<file path="src/common/adc_cfg_pkg.sv">
// constants for the converter front-end configuration register bank
package adc_cfg_pkg;
  // ----------------------------------------------------------------
  // register offsets and widths
  // ----------------------------------------------------------------
  localparam int ADDR_W = 8;
  localparam int DATA_W = 16;
  localparam logic [7:0] REF_AND_OUTPUT_FORMAT_OFS = 8'hC1;
  localparam logic [7:0] CHAN_A_INPUT_SPAN_OFS = 8'hC2;
  localparam logic [7:0] CHAN_B_INPUT_SPAN_OFS = 8'hC3;
  localparam logic [7:0] COMMON_MODE_AND_SLEEP_OFS = 8'hC4;
  localparam logic [7:0] GLOBAL_CM_OFS = 8'hC5;
  // ----------------------------------------------------------------
  // reset values
  // ----------------------------------------------------------------
  localparam logic [15:0] REG_RESET = 16'h0000;
  // ----------------------------------------------------------------
  // field positions
  // ----------------------------------------------------------------
  localparam int REF_OFF_BIT = 11;
  localparam int LANES_BIT = 9;
  localparam int RATE_BIT = 8;
  localparam int SPAN_A_LSB = 8;
  localparam int SPAN_B_LSB = 4;
  localparam int CM_SPAN_B_LSB = 8;
  localparam int CM_SPAN_A_LSB = 6;
  localparam int CM_ON_B_BIT = 3;
  localparam int CM_ON_A_BIT = 2;
  localparam int SLEEP_BIT = 0;
  localparam int GLOBAL_CM_BIT = 4;
  // ----------------------------------------------------------------
  // writable masks (reserved bits store and read as zero)
  // ----------------------------------------------------------------
  localparam logic [15:0] FMT_MASK = 16'h0B00;
  localparam logic [15:0] SPAN_A_MASK = 16'h0F00;
  localparam logic [15:0] SPAN_B_MASK = 16'h00F0;
  localparam logic [15:0] CM_MASK = 16'h03CD;
  localparam logic [15:0] GLOBAL_MASK = 16'h0010;
  // ----------------------------------------------------------------
  // codes
  // ----------------------------------------------------------------
  localparam logic [3:0] SPAN_MAX_CODE = 4'h5;
  localparam logic [1:0] CM_HALF_SPAN = 2'h0;
  localparam logic [1:0] CM_6V = 2'h1;
  localparam logic [1:0] CM_12V = 2'h2;
endpackage : adc_cfg_pkg

</file>
<file path="src/core/adc_frontend_config_regs.sv">
// configuration register bank for the dual converter front end
// Overview of operation
// - reference bit set turns internal reference off
// - lane bit clear: four lanes, A 3/2, B 1/0
// - lane bit set: two lanes, A 3, B 1
// - rate bit clear DDR, set SDR
// - channel A span codes zero to five
// - channel B span, same codes, bits 7-4
// - common-mode span per channel, B higher pair
// - per-channel common-mode control enable bits
// - bit zero puts whole device asleep
// - all five registers reset to zero
// - global bit gates per-channel common-mode settings
module adc_frontend_config_regs (
  // clock and reset
  input wire logic sys_clk_in,
  input wire logic sys_rst_in,
  // register port
  input wire logic [adc_cfg_pkg::ADDR_W-1:0] reg_addr_in,
  input wire logic [adc_cfg_pkg::DATA_W-1:0] reg_wdata_in,
  input wire logic reg_wr_in,
  input wire logic reg_rd_in,
  output logic [adc_cfg_pkg::DATA_W-1:0] reg_rdata_out,
  output logic reg_addr_err_out,
  // reference and output format
  output logic internal_reference_off_out,
  output logic reference_io_pin_is_input_out,
  output logic lanes_two_out,
  output logic [3:0] lane_active_out,
  output logic [3:0] lane_is_chan_b_out,
  output logic single_data_rate_out,
  // input spans
  output logic [3:0] span_chan_a_out,
  output logic [3:0] span_chan_b_out,
  output logic span_code_reserved_out,
  // effective common-mode control
  output logic common_mode_ctrl_on_chan_a_out,
  output logic common_mode_ctrl_on_chan_b_out,
  output logic [1:0] common_mode_span_chan_a_out,
  output logic [1:0] common_mode_span_chan_b_out,
  output logic cm_code_reserved_out,
  // power
  output logic whole_device_sleep_out
);
  // ----------------------------------------------------------------
  // address decode
  // ----------------------------------------------------------------
  function automatic logic hit(input logic [7:0] a, input logic [7:0] ofs);
    hit = (a == ofs);
  endfunction : hit

  wire logic sel_fmt = hit(reg_addr_in, adc_cfg_pkg::REF_AND_OUTPUT_FORMAT_OFS);
  wire logic sel_spa = hit(reg_addr_in, adc_cfg_pkg::CHAN_A_INPUT_SPAN_OFS);
  wire logic sel_spb = hit(reg_addr_in, adc_cfg_pkg::CHAN_B_INPUT_SPAN_OFS);
  wire logic sel_cm = hit(reg_addr_in, adc_cfg_pkg::COMMON_MODE_AND_SLEEP_OFS);
  wire logic sel_gcm = hit(reg_addr_in, adc_cfg_pkg::GLOBAL_CM_OFS);
  wire logic sel_any = sel_fmt | sel_spa | sel_spb | sel_cm | sel_gcm;

  // ----------------------------------------------------------------
  // register storage
  // ----------------------------------------------------------------
  logic [15:0] fmt_q;
  logic [15:0] fmt_d;
  logic [15:0] spa_q;
  logic [15:0] spa_d;
  logic [15:0] spb_q;
  logic [15:0] spb_d;
  logic [15:0] cm_q;
  logic [15:0] cm_d;
  logic [15:0] gcm_q;
  logic [15:0] gcm_d;

  // next values; reserved bits masked so they read as zero
  assign fmt_d = (reg_wr_in && sel_fmt) ? (reg_wdata_in & adc_cfg_pkg::FMT_MASK) : fmt_q;
  assign spa_d = (reg_wr_in && sel_spa) ? (reg_wdata_in & adc_cfg_pkg::SPAN_A_MASK) : spa_q;
  assign spb_d = (reg_wr_in && sel_spb) ? (reg_wdata_in & adc_cfg_pkg::SPAN_B_MASK) : spb_q;
  assign cm_d = (reg_wr_in && sel_cm) ? (reg_wdata_in & adc_cfg_pkg::CM_MASK) : cm_q;
  assign gcm_d = (reg_wr_in && sel_gcm) ? (reg_wdata_in & adc_cfg_pkg::GLOBAL_MASK) : gcm_q;

  // reference and output format register, zero after reset
  always_ff @(posedge sys_clk_in) begin
    if (sys_rst_in) begin
      fmt_q <= adc_cfg_pkg::REG_RESET;
    end else begin
      fmt_q <= fmt_d;
    end
  end

  // channel A span register, zero after reset
  always_ff @(posedge sys_clk_in) begin
    if (sys_rst_in) begin
      spa_q <= adc_cfg_pkg::REG_RESET;
    end else begin
      spa_q <= spa_d;
    end
  end

  // channel B span register, zero after reset
  always_ff @(posedge sys_clk_in) begin
    if (sys_rst_in) begin
      spb_q <= adc_cfg_pkg::REG_RESET;
    end else begin
      spb_q <= spb_d;
    end
  end

  // common-mode and sleep register, zero after reset
  always_ff @(posedge sys_clk_in) begin
    if (sys_rst_in) begin
      cm_q <= adc_cfg_pkg::REG_RESET;
    end else begin
      cm_q <= cm_d;
    end
  end

  // global common-mode register, zero after reset
  always_ff @(posedge sys_clk_in) begin
    if (sys_rst_in) begin
      gcm_q <= adc_cfg_pkg::REG_RESET;
    end else begin
      gcm_q <= gcm_d;
    end
  end

  // ----------------------------------------------------------------
  // read path
  // ----------------------------------------------------------------
  logic [15:0] rd_mux;
  always_comb begin
    rd_mux = 16'h0000;
    if (sel_fmt) rd_mux = fmt_q;
    if (sel_spa) rd_mux = spa_q;
    if (sel_spb) rd_mux = spb_q;
    if (sel_cm) rd_mux = cm_q;
    if (sel_gcm) rd_mux = gcm_q;
  end

  // read data for one cycle after the strobe, zero otherwise
  always_ff @(posedge sys_clk_in) begin
    if (sys_rst_in) begin
      reg_rdata_out <= 16'h0000;
      reg_addr_err_out <= 1'b0;
    end else begin
      reg_rdata_out <= reg_rd_in ? rd_mux : 16'h0000;
      reg_addr_err_out <= (reg_rd_in | reg_wr_in) & ~sel_any;
    end
  end

  // ----------------------------------------------------------------
  // format decode
  // ----------------------------------------------------------------
  wire logic lanes2 = fmt_q[adc_cfg_pkg::LANES_BIT];
  assign internal_reference_off_out = fmt_q[adc_cfg_pkg::REF_OFF_BIT];
  assign reference_io_pin_is_input_out = fmt_q[adc_cfg_pkg::REF_OFF_BIT];
  assign lanes_two_out = lanes2;
  // lane order {three,two,one,zero}; A on three/two, B on one/zero
  assign lane_active_out = lanes2 ? 4'hA : 4'hF;
  assign lane_is_chan_b_out = 4'h3;
  assign single_data_rate_out = fmt_q[adc_cfg_pkg::RATE_BIT];

  // ----------------------------------------------------------------
  // code checks shared by both channels
  // ----------------------------------------------------------------
  // span codes above the top defined code have no meaning
  function automatic logic span_undefined(input logic [3:0] code);
    span_undefined = (code > adc_cfg_pkg::SPAN_MAX_CODE);
  endfunction : span_undefined

  // the all-ones common-mode code has no meaning
  function automatic logic cm_undefined(input logic [1:0] code);
    cm_undefined = &code;
  endfunction : cm_undefined

  // ----------------------------------------------------------------
  // span decode
  // ----------------------------------------------------------------
  assign span_chan_a_out = spa_q[adc_cfg_pkg::SPAN_A_LSB +: 4];
  assign span_chan_b_out = spb_q[adc_cfg_pkg::SPAN_B_LSB +: 4];
  // either channel holding an undefined span code raises the flag
  assign span_code_reserved_out = span_undefined(span_chan_a_out) |
                                  span_undefined(span_chan_b_out);

  // ----------------------------------------------------------------
  // common-mode decode, gated by the global bit
  // ----------------------------------------------------------------
  wire logic gcm_on = gcm_q[adc_cfg_pkg::GLOBAL_CM_BIT];
  wire logic [1:0] cm_a_raw = cm_q[adc_cfg_pkg::CM_SPAN_A_LSB +: 2];
  wire logic [1:0] cm_b_raw = cm_q[adc_cfg_pkg::CM_SPAN_B_LSB +: 2];
  assign common_mode_ctrl_on_chan_a_out = gcm_on & cm_q[adc_cfg_pkg::CM_ON_A_BIT];
  assign common_mode_ctrl_on_chan_b_out = gcm_on & cm_q[adc_cfg_pkg::CM_ON_B_BIT];
  assign common_mode_span_chan_a_out = gcm_on ? cm_a_raw : adc_cfg_pkg::CM_12V;
  assign common_mode_span_chan_b_out = gcm_on ? cm_b_raw : adc_cfg_pkg::CM_12V;
  // raw codes are checked, so the flag works with the global bit clear
  assign cm_code_reserved_out = cm_undefined(cm_a_raw) | cm_undefined(cm_b_raw);

  // power-down
  assign whole_device_sleep_out = cm_q[adc_cfg_pkg::SLEEP_BIT];
endmodule : adc_frontend_config_regs

</file>
<file path="config.mk">
export PLATFORM = sky130hd
export DESIGN_NAME = adc_frontend_config_regs
export DESIGN_NICKNAME = d
export VERILOG_FILES = /design/src/common/adc_cfg_pkg.sv /design/src/core/adc_frontend_config_regs.sv
export SDC_FILE = /design/constraint.sdc
export NUM_CORES = 1
export LEC_CHECK = 0
export BUFFER_PORTS_ARGS = -buffer_cell sky130_fd_sc_hd__buf_2
export CORE_MARGIN = 1
export CORE_UTILIZATION = 46
export DETAILED_ROUTE_END_ITERATION = 12
export PLACE_DENSITY_LB_ADDON = 0.05
export SLEW_MARGIN = 20
export SYNTH_ARGS = -nofsm -noshare
export SYNTH_HDL_FRONTEND = slang
export SYNTH_SLANG_ARGS = --single-unit
</file>
<file path="constraint.sdc">
create_clock -name sys_clk_in -period 2.1 [get_ports sys_clk_in]
set_input_delay 0.63 -clock sys_clk_in [delete_from_list [all_inputs] [get_ports sys_clk_in]]
set_output_delay 0.63 -clock sys_clk_in [all_outputs]
set_load 0.005 [all_outputs]
</file>
==> impl_metrics.env, run 1 <==
export IMPL_area_delta_synth_final_pct=17.29
export IMPL_timing_worst_setup_path_type="register to output port"
export IMPL_synthCells=181
export IMPL_die_h_um=61.63
export IMPL_power_density_nw_per_um2=528.8
export IMPL_overflow=0
export IMPL_gp_congestion=0.9058
export IMPL_nFillCells=351
export IMPL_wl_um=3765
export IMPL_drt_antenna_violating_nets=0
export IMPL_post_route_cell_area_um2=1918
export IMPL_ys_seq_area_share_pct=37.95
export IMPL_worstPathArrival_ns=1.12
export IMPL_crit_chain="a211oi_1, nand2_1, buf_2"
export IMPL_cts_setup_buffers=0
export IMPL_rrSetupSlack_ns=1.12
export IMPL_critPathSlowestCell="dfxtp_1"
export IMPL_worstSetupEndpoint="span_code_reserved_out"
export IMPL_synthAdderAreaFrac_pct=0
export IMPL_rsz0062_at_grt="false"
export IMPL_clock_skew_ns=0.004300
export IMPL_ff2ff_path_depth=3
export IMPL_synth_distinct_cells=36
export IMPL_portBuffers=57
export IMPL_pre_cts_ws_ns=0.1517
export IMPL_cp_top_family="flip-flops"
export IMPL_clk_latency_ns=0.32
export IMPL_setup_viol=0
export IMPL_worstPathRequired_ns=1.47
export IMPL_fp_row_count=21
export IMPL_crit_cells=3
export IMPL_nNetsFinal=259
export IMPL_synth_compound_area_share_pct=10.64
export IMPL_viasPerCell=5.209
export IMPL_dieArea_um2=3798
export IMPL_worst_r2r_startpoint="spa_q[8]"
export IMPL_r2r_end="reg_rdata_out[8]"
export IMPL_post_drt_wl_per_cell_um=13.54
export IMPL_place_hpwl_um=2903
export IMPL_switching_share_pct=25.41
export IMPL_startpoint_type="register"
export IMPL_hold_path_class="register to register"
export IMPL_worstMarginPinSlew_ns=0.5024
export IMPL_htree_levels=2
export IMPL_seqPwrFrac_pct=58.1
export IMPL_min_period_ns=1.746
export IMPL_final_max_slew_viol_count=0
export IMPL_vias=1448
export IMPL_yosys_register_bits=31
export IMPL_core_area_um2=3363
export IMPL_grt_first_pass_wirelength_um=5775
export IMPL_intPower_w=0.0007565
export IMPL_synth_xor_area_share_pct=0
export IMPL_clock_sinks=31
export IMPL_hold_viol_final=0
export IMPL_synth_area_mux_share_pct=7.345
export IMPL_final_instance_count_excl_fill=278
export IMPL_cts_tree="yes"
export IMPL_start_util_pct=48.62
export IMPL_p_switching_w=0.0002578
export IMPL_power_share_combinational_pct=9.9
export IMPL_cp_max_fo=4
export IMPL_grt_max_degree=31
export IMPL_max_stage_delay_ns=0.36
export IMPL_fin_setup_tns_ns=0
export IMPL_max_freq_ghz=0.5727
export IMPL_leakagePower_nw=0.8924
export IMPL_startpoint="spb_q[6]"
export IMPL_dr_pass1_iters=4
export IMPL_syn_area_um2=1635
export IMPL_clkPwrFrac_pct=31.9
export IMPL_grt_use_total_pct=21.49
export IMPL_place_area_um2=1868
export IMPL_dpl_cell_count=270
export IMPL_io_pins=74
export IMPL_cts_root_buf="clkbuf_4"
export IMPL_relSlewSlack_pct=66.40
export IMPL_die_w_um=61.63
export IMPL_cts_buffers=5
export IMPL_synth_simple_area_share_pct=33.89
export IMPL_n_antenna_cell=0
export IMPL_antenna_found_initial=0
export IMPL_clk_pin_slew_worst_paths_ns=0.09
export IMPL_ctsLongestPathBuffers=2
export IMPL_cp_end_kind="output port"
export IMPL_final_util_pct=57.03
export IMPL_grt_pass1_vias=1300
export IMPL_drive_above_1_share_pct=29.74
export IMPL_drtIter0Drc=79
export IMPL_cts_hold_buffers=0
export IMPL_ctsResizeCount=0
export IMPL_peakVddDrop_uv=332.4
export IMPL_drc=0
export IMPL_outcome="finished, final reports clean"
export IMPL_finalCritPeriodShare_pct=83.15
export IMPL_fin_ws_ns=0.3539
export IMPL_ys_warnings_count=0
export IMPL_synth_top_family_by_area="simple AND/OR/NAND/NOR gates"
export IMPL_path_buf_inv=1
export IMPL_cap_violations=0
export IMPL_avgSynthCellArea_um2=9.035
==> worst min path at each step <==
stage,from,to,cells past startpoint
after detailed placement,spb_q[5],reg_rdata_out[5],2
after global placement,spb_q[5],reg_rdata_out[5],2
after floorplan,cm_q[2],cm_q[2],2
after CTS,cm_q[2],cm_q[2],2
after global routing,spb_q[4],spb_q[4],2
final,cm_q[2],cm_q[2],2
==> synth_stat cells (all sizes together) <==
cell type	count	area share (%)
a211oi	6	2.8
a21oi	8	2.4
a22o	1	0.54
a22oi	1	0.46
and2	5	1.9
and3	6	2.3
and3b	4	2.1
and4	1	0.54
and4b	1	0.61
and4bb	1	0.76
buf	18	7.9
clkbuf	6	1.4
conb	2	0.46
dfxtp	31	38
inv	2	0.46
mux2i	12	7.3
nand2	7	1.6
nand2b	23	8.8
nand3	4	1.2
nand3b	1	0.46
nand4	13	5.0
nand4b	1	0.54
nor2	4	0.92
nor2b	3	1.1
nor3	6	2.8
nor3b	1	0.76
nor4b	1	1.5
o211ai	2	0.92
o21ai	1	0.31
o31ai	7	3.2
or3	1	0.38
or3b	1	0.54
==> per-layer routing <==
| metal | GRT usage, % | vias to the layer above | part of all wire [%] |
|---|---|---|---|
| met5 | 0 | - | 0 |
| met4 | 8.889 | 0 | 1.2 |
| met3 | 5.672 | 4 | 5.3 |
| met2 | 37.17 | 48 | 50 |
| met1 | 25.06 | 672 | 43 |
| li1 | - | 724 | - |
==> cell families (layout without fill, tap and decap cells) <==
group | after synthesis | count (layout)
compound gates | 26 | 26
buf+inv | 26 | 68
flops | 31 | 31
mux | 12 | 12
other cells | 2 | 11
simple gates | 84 | 84
==> through the flow <==
stage | total power [W] | hold WS [ns]
6_report | 0.001014 | 0.4865
5_1_grt | 0.001064 | 0.5233
4_1_cts | 0.001020 | 0.4899
3_5_place_dp | 0.0007038 | 0.4739
3_3_place_gp | 0.0007016 | 0.4640
2_1_floorplan | 0.0006805 | 0.4479
==> layout by cell type, fill, tap and decap left out, drive strengths merged, types with 2 or more instances in the layout <==
master	synthesis	final
o211ai	2	2
nand2b	23	23
and2	5	5
nor2b	3	3
and3	6	6
nor3	6	6
nor2	4	4
clkbuf	6	7
a211oi	6	6
o31ai	7	7
mux2i	12	12
nand2	7	7
inv	2	2
nand4	13	13
and3b	4	4
nand3	4	4
dfxtp	31	31
a21oi	8	8
buf	18	58
conb	2	11
==> state kept, by name, indices dropped and copies added, names as in the netlist <==
| register | cells |
|---|---|
| reg_rdata_out | 11 |
| gcm_q | 1 |
| fmt_q | 3 |
| cm_q | 7 |
| reg_addr_err_out | 1 |
| spa_q | 4 |
| spb_q | 4 |
==> area by class of cell <==
type	count	area [um^2]	share of cell area, %
clock inverter	1	5.005	0.2609
tap	46	57.56	3.001
inverter	2	7.507	0.3914
timing repair buffer	58	292.8	15.26
sequential	31	620.6	32.35
multi-input combinational	133	889.6	46.38
clock buffer	7	45.04	2.348
==> worst min-delay path, delay by kind of cell, from the launching register on <==
kind / cells / cell delay (ns)
compound gates: 2 / 0.12
flops: 1 / 0.33
==> power groups by stage <==
stage / logic (W) / registers, W / clock network [W]
2_1_floorplan: 0.0000768 / 0.000604 / 0
3_3_place_gp: 0.0000981 / 0.000603 / 0
3_5_place_dp: 0.000100 / 0.000604 / 0
4_1_cts: 0.000100 / 0.000590 / 0.000330
5_1_grt: 0.000113 / 0.000590 / 0.000360
6_report: 0.000101 / 0.000590 / 0.000324
No activity file was read; power rests on OpenSTA's default activity.
==> run 2: changes to the inputs <==
==> constraint.sdc (replaced) <==
create_clock -name sys_clk_in -period 1.75 [get_ports sys_clk_in]
set_input_delay 0.525 -clock sys_clk_in [delete_from_list [all_inputs] [get_ports sys_clk_in]]
set_output_delay 0.525 -clock sys_clk_in [all_outputs]
set_load 0.005 [all_outputs]
==> impl_metrics.env, run 2 (synthesized netlist as in run 1, its figures left out) <==
export IMPL_antenna_found_initial=0
export IMPL_clkPwrFrac_pct=31.6
export IMPL_clk_pin_slew_worst_paths_ns=0.09
export IMPL_die_h_um=61.63
export IMPL_dr_pass1_iters=4
export IMPL_hold_path_class="input pin to register"
export IMPL_peakVddDrop_uv=337.6
export IMPL_cts_hold_buffers=0
export IMPL_cp_end_kind="output port"
export IMPL_reg_top3="reg_rdata_out: 11 flops, cm_q: 7 flops"
export IMPL_worstPathArrival_ns=1.10
export IMPL_rrSetupSlack_ns=0.77
export IMPL_use_met1_pct=27.89
export IMPL_startpoint="spb_q[6]"
export IMPL_r2r_end="reg_rdata_out[9]"
export IMPL_layout_common_cells="buf_2 (57), dfxtp_1 (31), nand2b_1 (23)"
export IMPL_portBuffers=57
export IMPL_gp_congestion=0.8269
export IMPL_crit_cells=3
export IMPL_cts_root_buf="clkbuf_4"
export IMPL_area_delta_synth_final_pct=21.73
export IMPL_drt_antenna_violating_nets=0
export IMPL_leakagePower_nw=0.9370
export IMPL_clock_skew_ns=0.003855
export IMPL_rsz0062_at_grt="false"
export IMPL_whs_ns=0.4529
export IMPL_nFillCells=339
export IMPL_grt_pass1_vias=1270
export IMPL_hold_viol_final=0
export IMPL_timing_worst_setup_path_type="register to output port"
export IMPL_dpl_cell_count=279
export IMPL_worstSetupEndpoint="span_code_reserved_out"
export IMPL_gr_usage_met2_pct=36.56
export IMPL_max_stage_delay_ns=0.36
export IMPL_io_pins=74
export IMPL_htree_levels=2
export IMPL_cts_tree="yes"
export IMPL_overflow=0
export IMPL_seqPwrFrac_pct=57.3
export IMPL_setup_viol=0
export IMPL_drtIter0Drc=70
export IMPL_wl_um=4072
export IMPL_viasPerCell=5.202
export IMPL_power_total_w=0.001235
export IMPL_worst_r2r_startpoint="spa_q[9]"
export IMPL_layout_commonest_cell="buf_2"
export IMPL_ff2ff_path_depth=3
export IMPL_cap_violations=0
export IMPL_die_w_um=61.63
export IMPL_grt_use_total_pct=22.40
export IMPL_vias=1493
export IMPL_pre_cts_ws_ns=0.02644
export IMPL_grt_max_degree=23
export IMPL_critPathSlowestCell="dfxtp_1"
export IMPL_crit_chain="a211oi_2, nand2_1, buf_2"
export IMPL_final_instance_count_excl_fill=287
export IMPL_post_drt_wl_per_cell_um=14.19
export IMPL_clk_latency_ns=0.33
export IMPL_final_max_slew_viol_count=0
export IMPL_largest_register_ffs=11
export IMPL_regMostFlops="reg_rdata_out"
export IMPL_ctsResizeCount=0
export IMPL_intPower_w=0.0009194
export IMPL_fp_row_count=21
export IMPL_ctsLongestPathBuffers=2
export IMPL_core_area_um2=3363
export IMPL_clock_sinks=31
export IMPL_drc=0
export IMPL_met3_usage_pct=7.143
export IMPL_fin_setup_tns_ns=0
export IMPL_max_freq_ghz=0.6166
export IMPL_startpoint_type="register"
export IMPL_finalCritPeriodShare_pct=92.68
export IMPL_cp_top_family="flip-flops"
export IMPL_n_antenna_cell=0
export IMPL_power_density_nw_per_um2=620.6
export IMPL_nNetsFinal=268
export IMPL_drive_above_1_share_pct=32.78
export IMPL_fin_ws_ns=0.1282
export IMPL_path_buf_inv=1
export IMPL_power_share_combinational_pct=11.1
export IMPL_place_hpwl_um=3136
export IMPL_busiest_layer="met2"
export IMPL_dieArea_um2=3798
export IMPL_grt_first_pass_wirelength_um=5954
export IMPL_start_util_pct=48.62
export IMPL_worstPathRequired_ns=1.22
export IMPL_p_switching_w=0.0003161
export IMPL_outcome="finished, final reports clean"
export IMPL_min_period_ns=1.622
export IMPL_cts_buffers=5
export IMPL_switching_share_pct=25.59
export IMPL_cp_max_fo=4
export IMPL_cts_setup_buffers=0
## run 2: cell types whose count changed in the layout (fill, tap and decap cells not counted)
cell | previous run | this run
a211oi_2 | 0 | 1
buf_4 | 1 | 10
a211oi_1 | 6 | 5
## run 2: tightest hold or removal path, delay by kind of cell
family	cells	cell delay (ns)
buffers and inverters	1	0.10
and+or+nand+nor	1	0.06
AOI/OAI and AO/OA	1	0.06
## run 2: area by class of cell
type                       instances  area, um^2  area share [%]
multi-input combinational        133       894.6           44.94
sequential                        31       620.6           31.18
inverter                           2       7.507          0.3771
clock inverter                     1       5.005          0.2514
tap                               46       57.56           2.891
clock buffer                       7       45.04           2.263
timing repair buffer              67       360.3           18.10
## run 2: worst min-delay path by stage
stage | start | endpoint | slack (ns) | cells after the start
final | reg_wdata_in[2] | cm_q[2] | 0.45 | 3
after global routing | reg_wdata_in[7] | cm_q[7] | 0.44 | 3
after CTS | reg_wdata_in[2] | cm_q[2] | 0.44 | 3
after detailed placement | spb_q[5] | reg_rdata_out[5] | 0.47 | 2
after global placement | cm_q[2] | cm_q[2] | 0.47 | 2
after floorplan | cm_q[2] | cm_q[2] | 0.45 | 2
## run 2: per-layer routing
metal | up-vias | share of wire [%]
met1 | 695 | 42
met4 | 0 | 0.49
met5 | - | 0
met3 | 2 | 6.4
met2 | 54 | 51
li1 | 742 | -
## run 2: metrics by stage
stage	instance area, um^2	utilization (%)
2_1_floorplan	1669	-
3_3_place_gp	1936	57.55
3_5_place_dp	1936	57.55
4_1_cts	1986	59.04
5_1_grt	1991	59.19
6_report	1991	59.19
## run 2: power groups by stage
stage	sequential [W]	combinational (W)	clock, W
final	0.000708	0.000138	0.000390
after global routing	0.000708	0.000152	0.000437
after CTS	0.000708	0.000137	0.000408
after detailed placement	0.000724	0.000136	0
after global placement	0.000724	0.000132	0
after floorplan	0.000724	0.0000921	0
==> run 3: changes to the inputs <==
--- a/config.mk
+++ b/config.mk
@@ -5,7 +5,7 @@
 export SDC_FILE = /design/constraint.sdc
 export NUM_CORES = 1
 export LEC_CHECK = 0
-export BUFFER_PORTS_ARGS = -buffer_cell sky130_fd_sc_hd__buf_2
+export BUFFER_PORTS_ARGS = -buffer_cell sky130_fd_sc_hd__buf_4
 export CORE_MARGIN = 1
 export CORE_UTILIZATION = 46
 export DETAILED_ROUTE_END_ITERATION = 12
==> impl_metrics.env, run 3 (synthesized netlist as in run 1, its figures left out) <==
export IMPL_final_max_slew_viol_count=0
export IMPL_post_drt_wl_per_cell_um=13.46
export IMPL_dpl_cell_count=277
export IMPL_largest_register_ffs=11
export IMPL_htree_levels=2
export IMPL_grt_pass1_vias=1304
export IMPL_cp_max_fo=4
export IMPL_cts_setup_buffers=0
export IMPL_vias=1504
export IMPL_regMostFlops="reg_rdata_out"
export IMPL_cap_violations=0
export IMPL_viasPerCell=5.277
export IMPL_power_density_nw_per_um2=619.2
export IMPL_final_instance_count_excl_fill=285
export IMPL_worst_r2r_startpoint="fmt_q[9]"
export IMPL_startpoint_type="register"
export IMPL_core_area_um2=3363
export IMPL_place_area_um2=2063
export IMPL_area_delta_synth_final_pct=30.68
export IMPL_reg_top3="reg_rdata_out: 11 flops, cm_q: 7 flops"
export IMPL_clock_skew_ns=0.007969
export IMPL_ctsResizeCount=0
export IMPL_clock_sinks=31
export IMPL_drc=0
export IMPL_ff2ff_path_depth=3
export IMPL_dr_pass1_iters=4
export IMPL_cts_tree="yes"
export IMPL_place_hpwl_um=3011
export IMPL_portBuffers=57
export IMPL_whs_ns=0.4529
export IMPL_overflow=0
export IMPL_timing_worst_setup_path_type="register to output port"
export IMPL_rrSetupSlack_ns=0.70
export IMPL_final_util_pct=63.54
export IMPL_cts_buffers=5
export IMPL_min_period_ns=1.630
export IMPL_antenna_found_initial=0
export IMPL_n_antenna_cell=0
export IMPL_cp_end_kind="output port"
export IMPL_layout_commonest_cell="buf_4"
export IMPL_layout_common_cells="buf_4 (65), dfxtp_1 (31), nand2b_1 (23)"
export IMPL_max_freq_ghz=0.6135
export IMPL_worstHoldPathCells=3
export IMPL_fp_row_count=21
export IMPL_peakVddDrop_uv=344.8
export IMPL_drtIter0Drc=58
export IMPL_io_pins=74
export IMPL_clk_pin_slew_worst_paths_ns=0.09
export IMPL_hold_viol_final=0
export IMPL_post_route_cell_area_um2=2137
export IMPL_wl_um=3837
export IMPL_leakagePower_nw=0.9592
export IMPL_nNetsFinal=266
export IMPL_dieArea_um2=3798
export IMPL_worstPathRequired_ns=1.22
export IMPL_drt_antenna_violating_nets=0
export IMPL_power_total_w=0.001323
export IMPL_die_h_um=61.63
export IMPL_cts_hold_buffers=0
export IMPL_worstPathArrival_ns=1.10
export IMPL_outcome="finished, final reports clean"
export IMPL_grt_first_pass_wirelength_um=5885
export IMPL_gp_congestion=0.8210
export IMPL_min_from="reg_wdata_in[2]"
export IMPL_cts_root_buf="clkbuf_4"
export IMPL_die_w_um=61.63
export IMPL_holdPathEnd="cm_q[2]"
export IMPL_hold_path_class="input pin to register"
export IMPL_ctsLongestPathBuffers=2
export IMPL_setup_viol=0
export IMPL_rsz0062_at_grt="false"
export IMPL_r2r_end="reg_rdata_out[9]"
export IMPL_grt_use_total_pct=21.82
export IMPL_clk_latency_ns=0.33
export IMPL_drive_above_1_share_pct=32.64
export IMPL_start_util_pct=48.62
export IMPL_finalCritPeriodShare_pct=93.14
export IMPL_grt_max_degree=31
export IMPL_startpoint="spb_q[6]"
export IMPL_nFillCells=309
[run 3: cell types whose count changed in the layout (fill, tap and decap cells not counted)]
cell,before,now
buf_2,57,0
buf_4,10,65
clkbuf_1,2,1
clkbuf_8,0,2
clkinv_2,1,0
[run 3: power by group]
group	internal, W	switching [W]
Clock	0.000236	0.000232
Sequential	0.000707	0.000000913
Combinational	0.0000687	0.0000789
Total	0.00101	0.000312
[run 3: metal layers]
| metal | vias to the layer above | wire [um] | track usage (%) | share of wire [%] |
|---|---|---|---|---|
| met2 | 44 | 1989 | 37.17 | 52 |
| met4 | 0 | 48 | 7.302 | 1.3 |
| li1 | 745 | - | - | - |
| met1 | 709 | 1570 | 25.77 | 41 |
| met3 | 6 | 229 | 7.143 | 6.0 |
| met5 | - | 0 | 0 | 0 |
[run 3: per-stage QoR]
stage                     setup WS [ns]  setup TNS [ns]
after floorplan                  0.2161               0
after global placement          0.01876               0
after detailed placement      -0.007856       -0.007856
after CTS                       0.07379               0
after global routing            0.02848               0
final                            0.1201               0
[run 3: worst max path at each step]
| stage | slack [ns] | endpoint | cells after the start |
|---|---|---|---|
| after detailed placement | -0.008 | gcm_q[4] | 5 |
| after floorplan | 0.22 | reg_rdata_out[6] | 4 |
| after global routing | 0.03 | span_code_reserved_out | 3 |
| final | 0.12 | span_code_reserved_out | 3 |
| after CTS | 0.07 | span_code_reserved_out | 3 |
| after global placement | 0.02 | gcm_q[4] | 5 |
[run 3: cell type report]
| cell class | count | area (um^2) | area share [%] |
|---|---|---|---|
| multi-input combinational | 133 | 894.6 | 41.86 |
| inverter | 2 | 7.507 | 0.3513 |
| sequential | 31 | 620.6 | 29.04 |
| tap | 46 | 57.56 | 2.693 |
| timing repair buffer | 65 | 488.0 | 22.83 |
| clock buffer | 8 | 68.82 | 3.220 |
[run 3: critical path: stages, from the launching register on]
cell and delay [ns]:
dfxtp_1 0.36, a211oi_2 0.21, nand2_1 0.08, buf_4 0.13
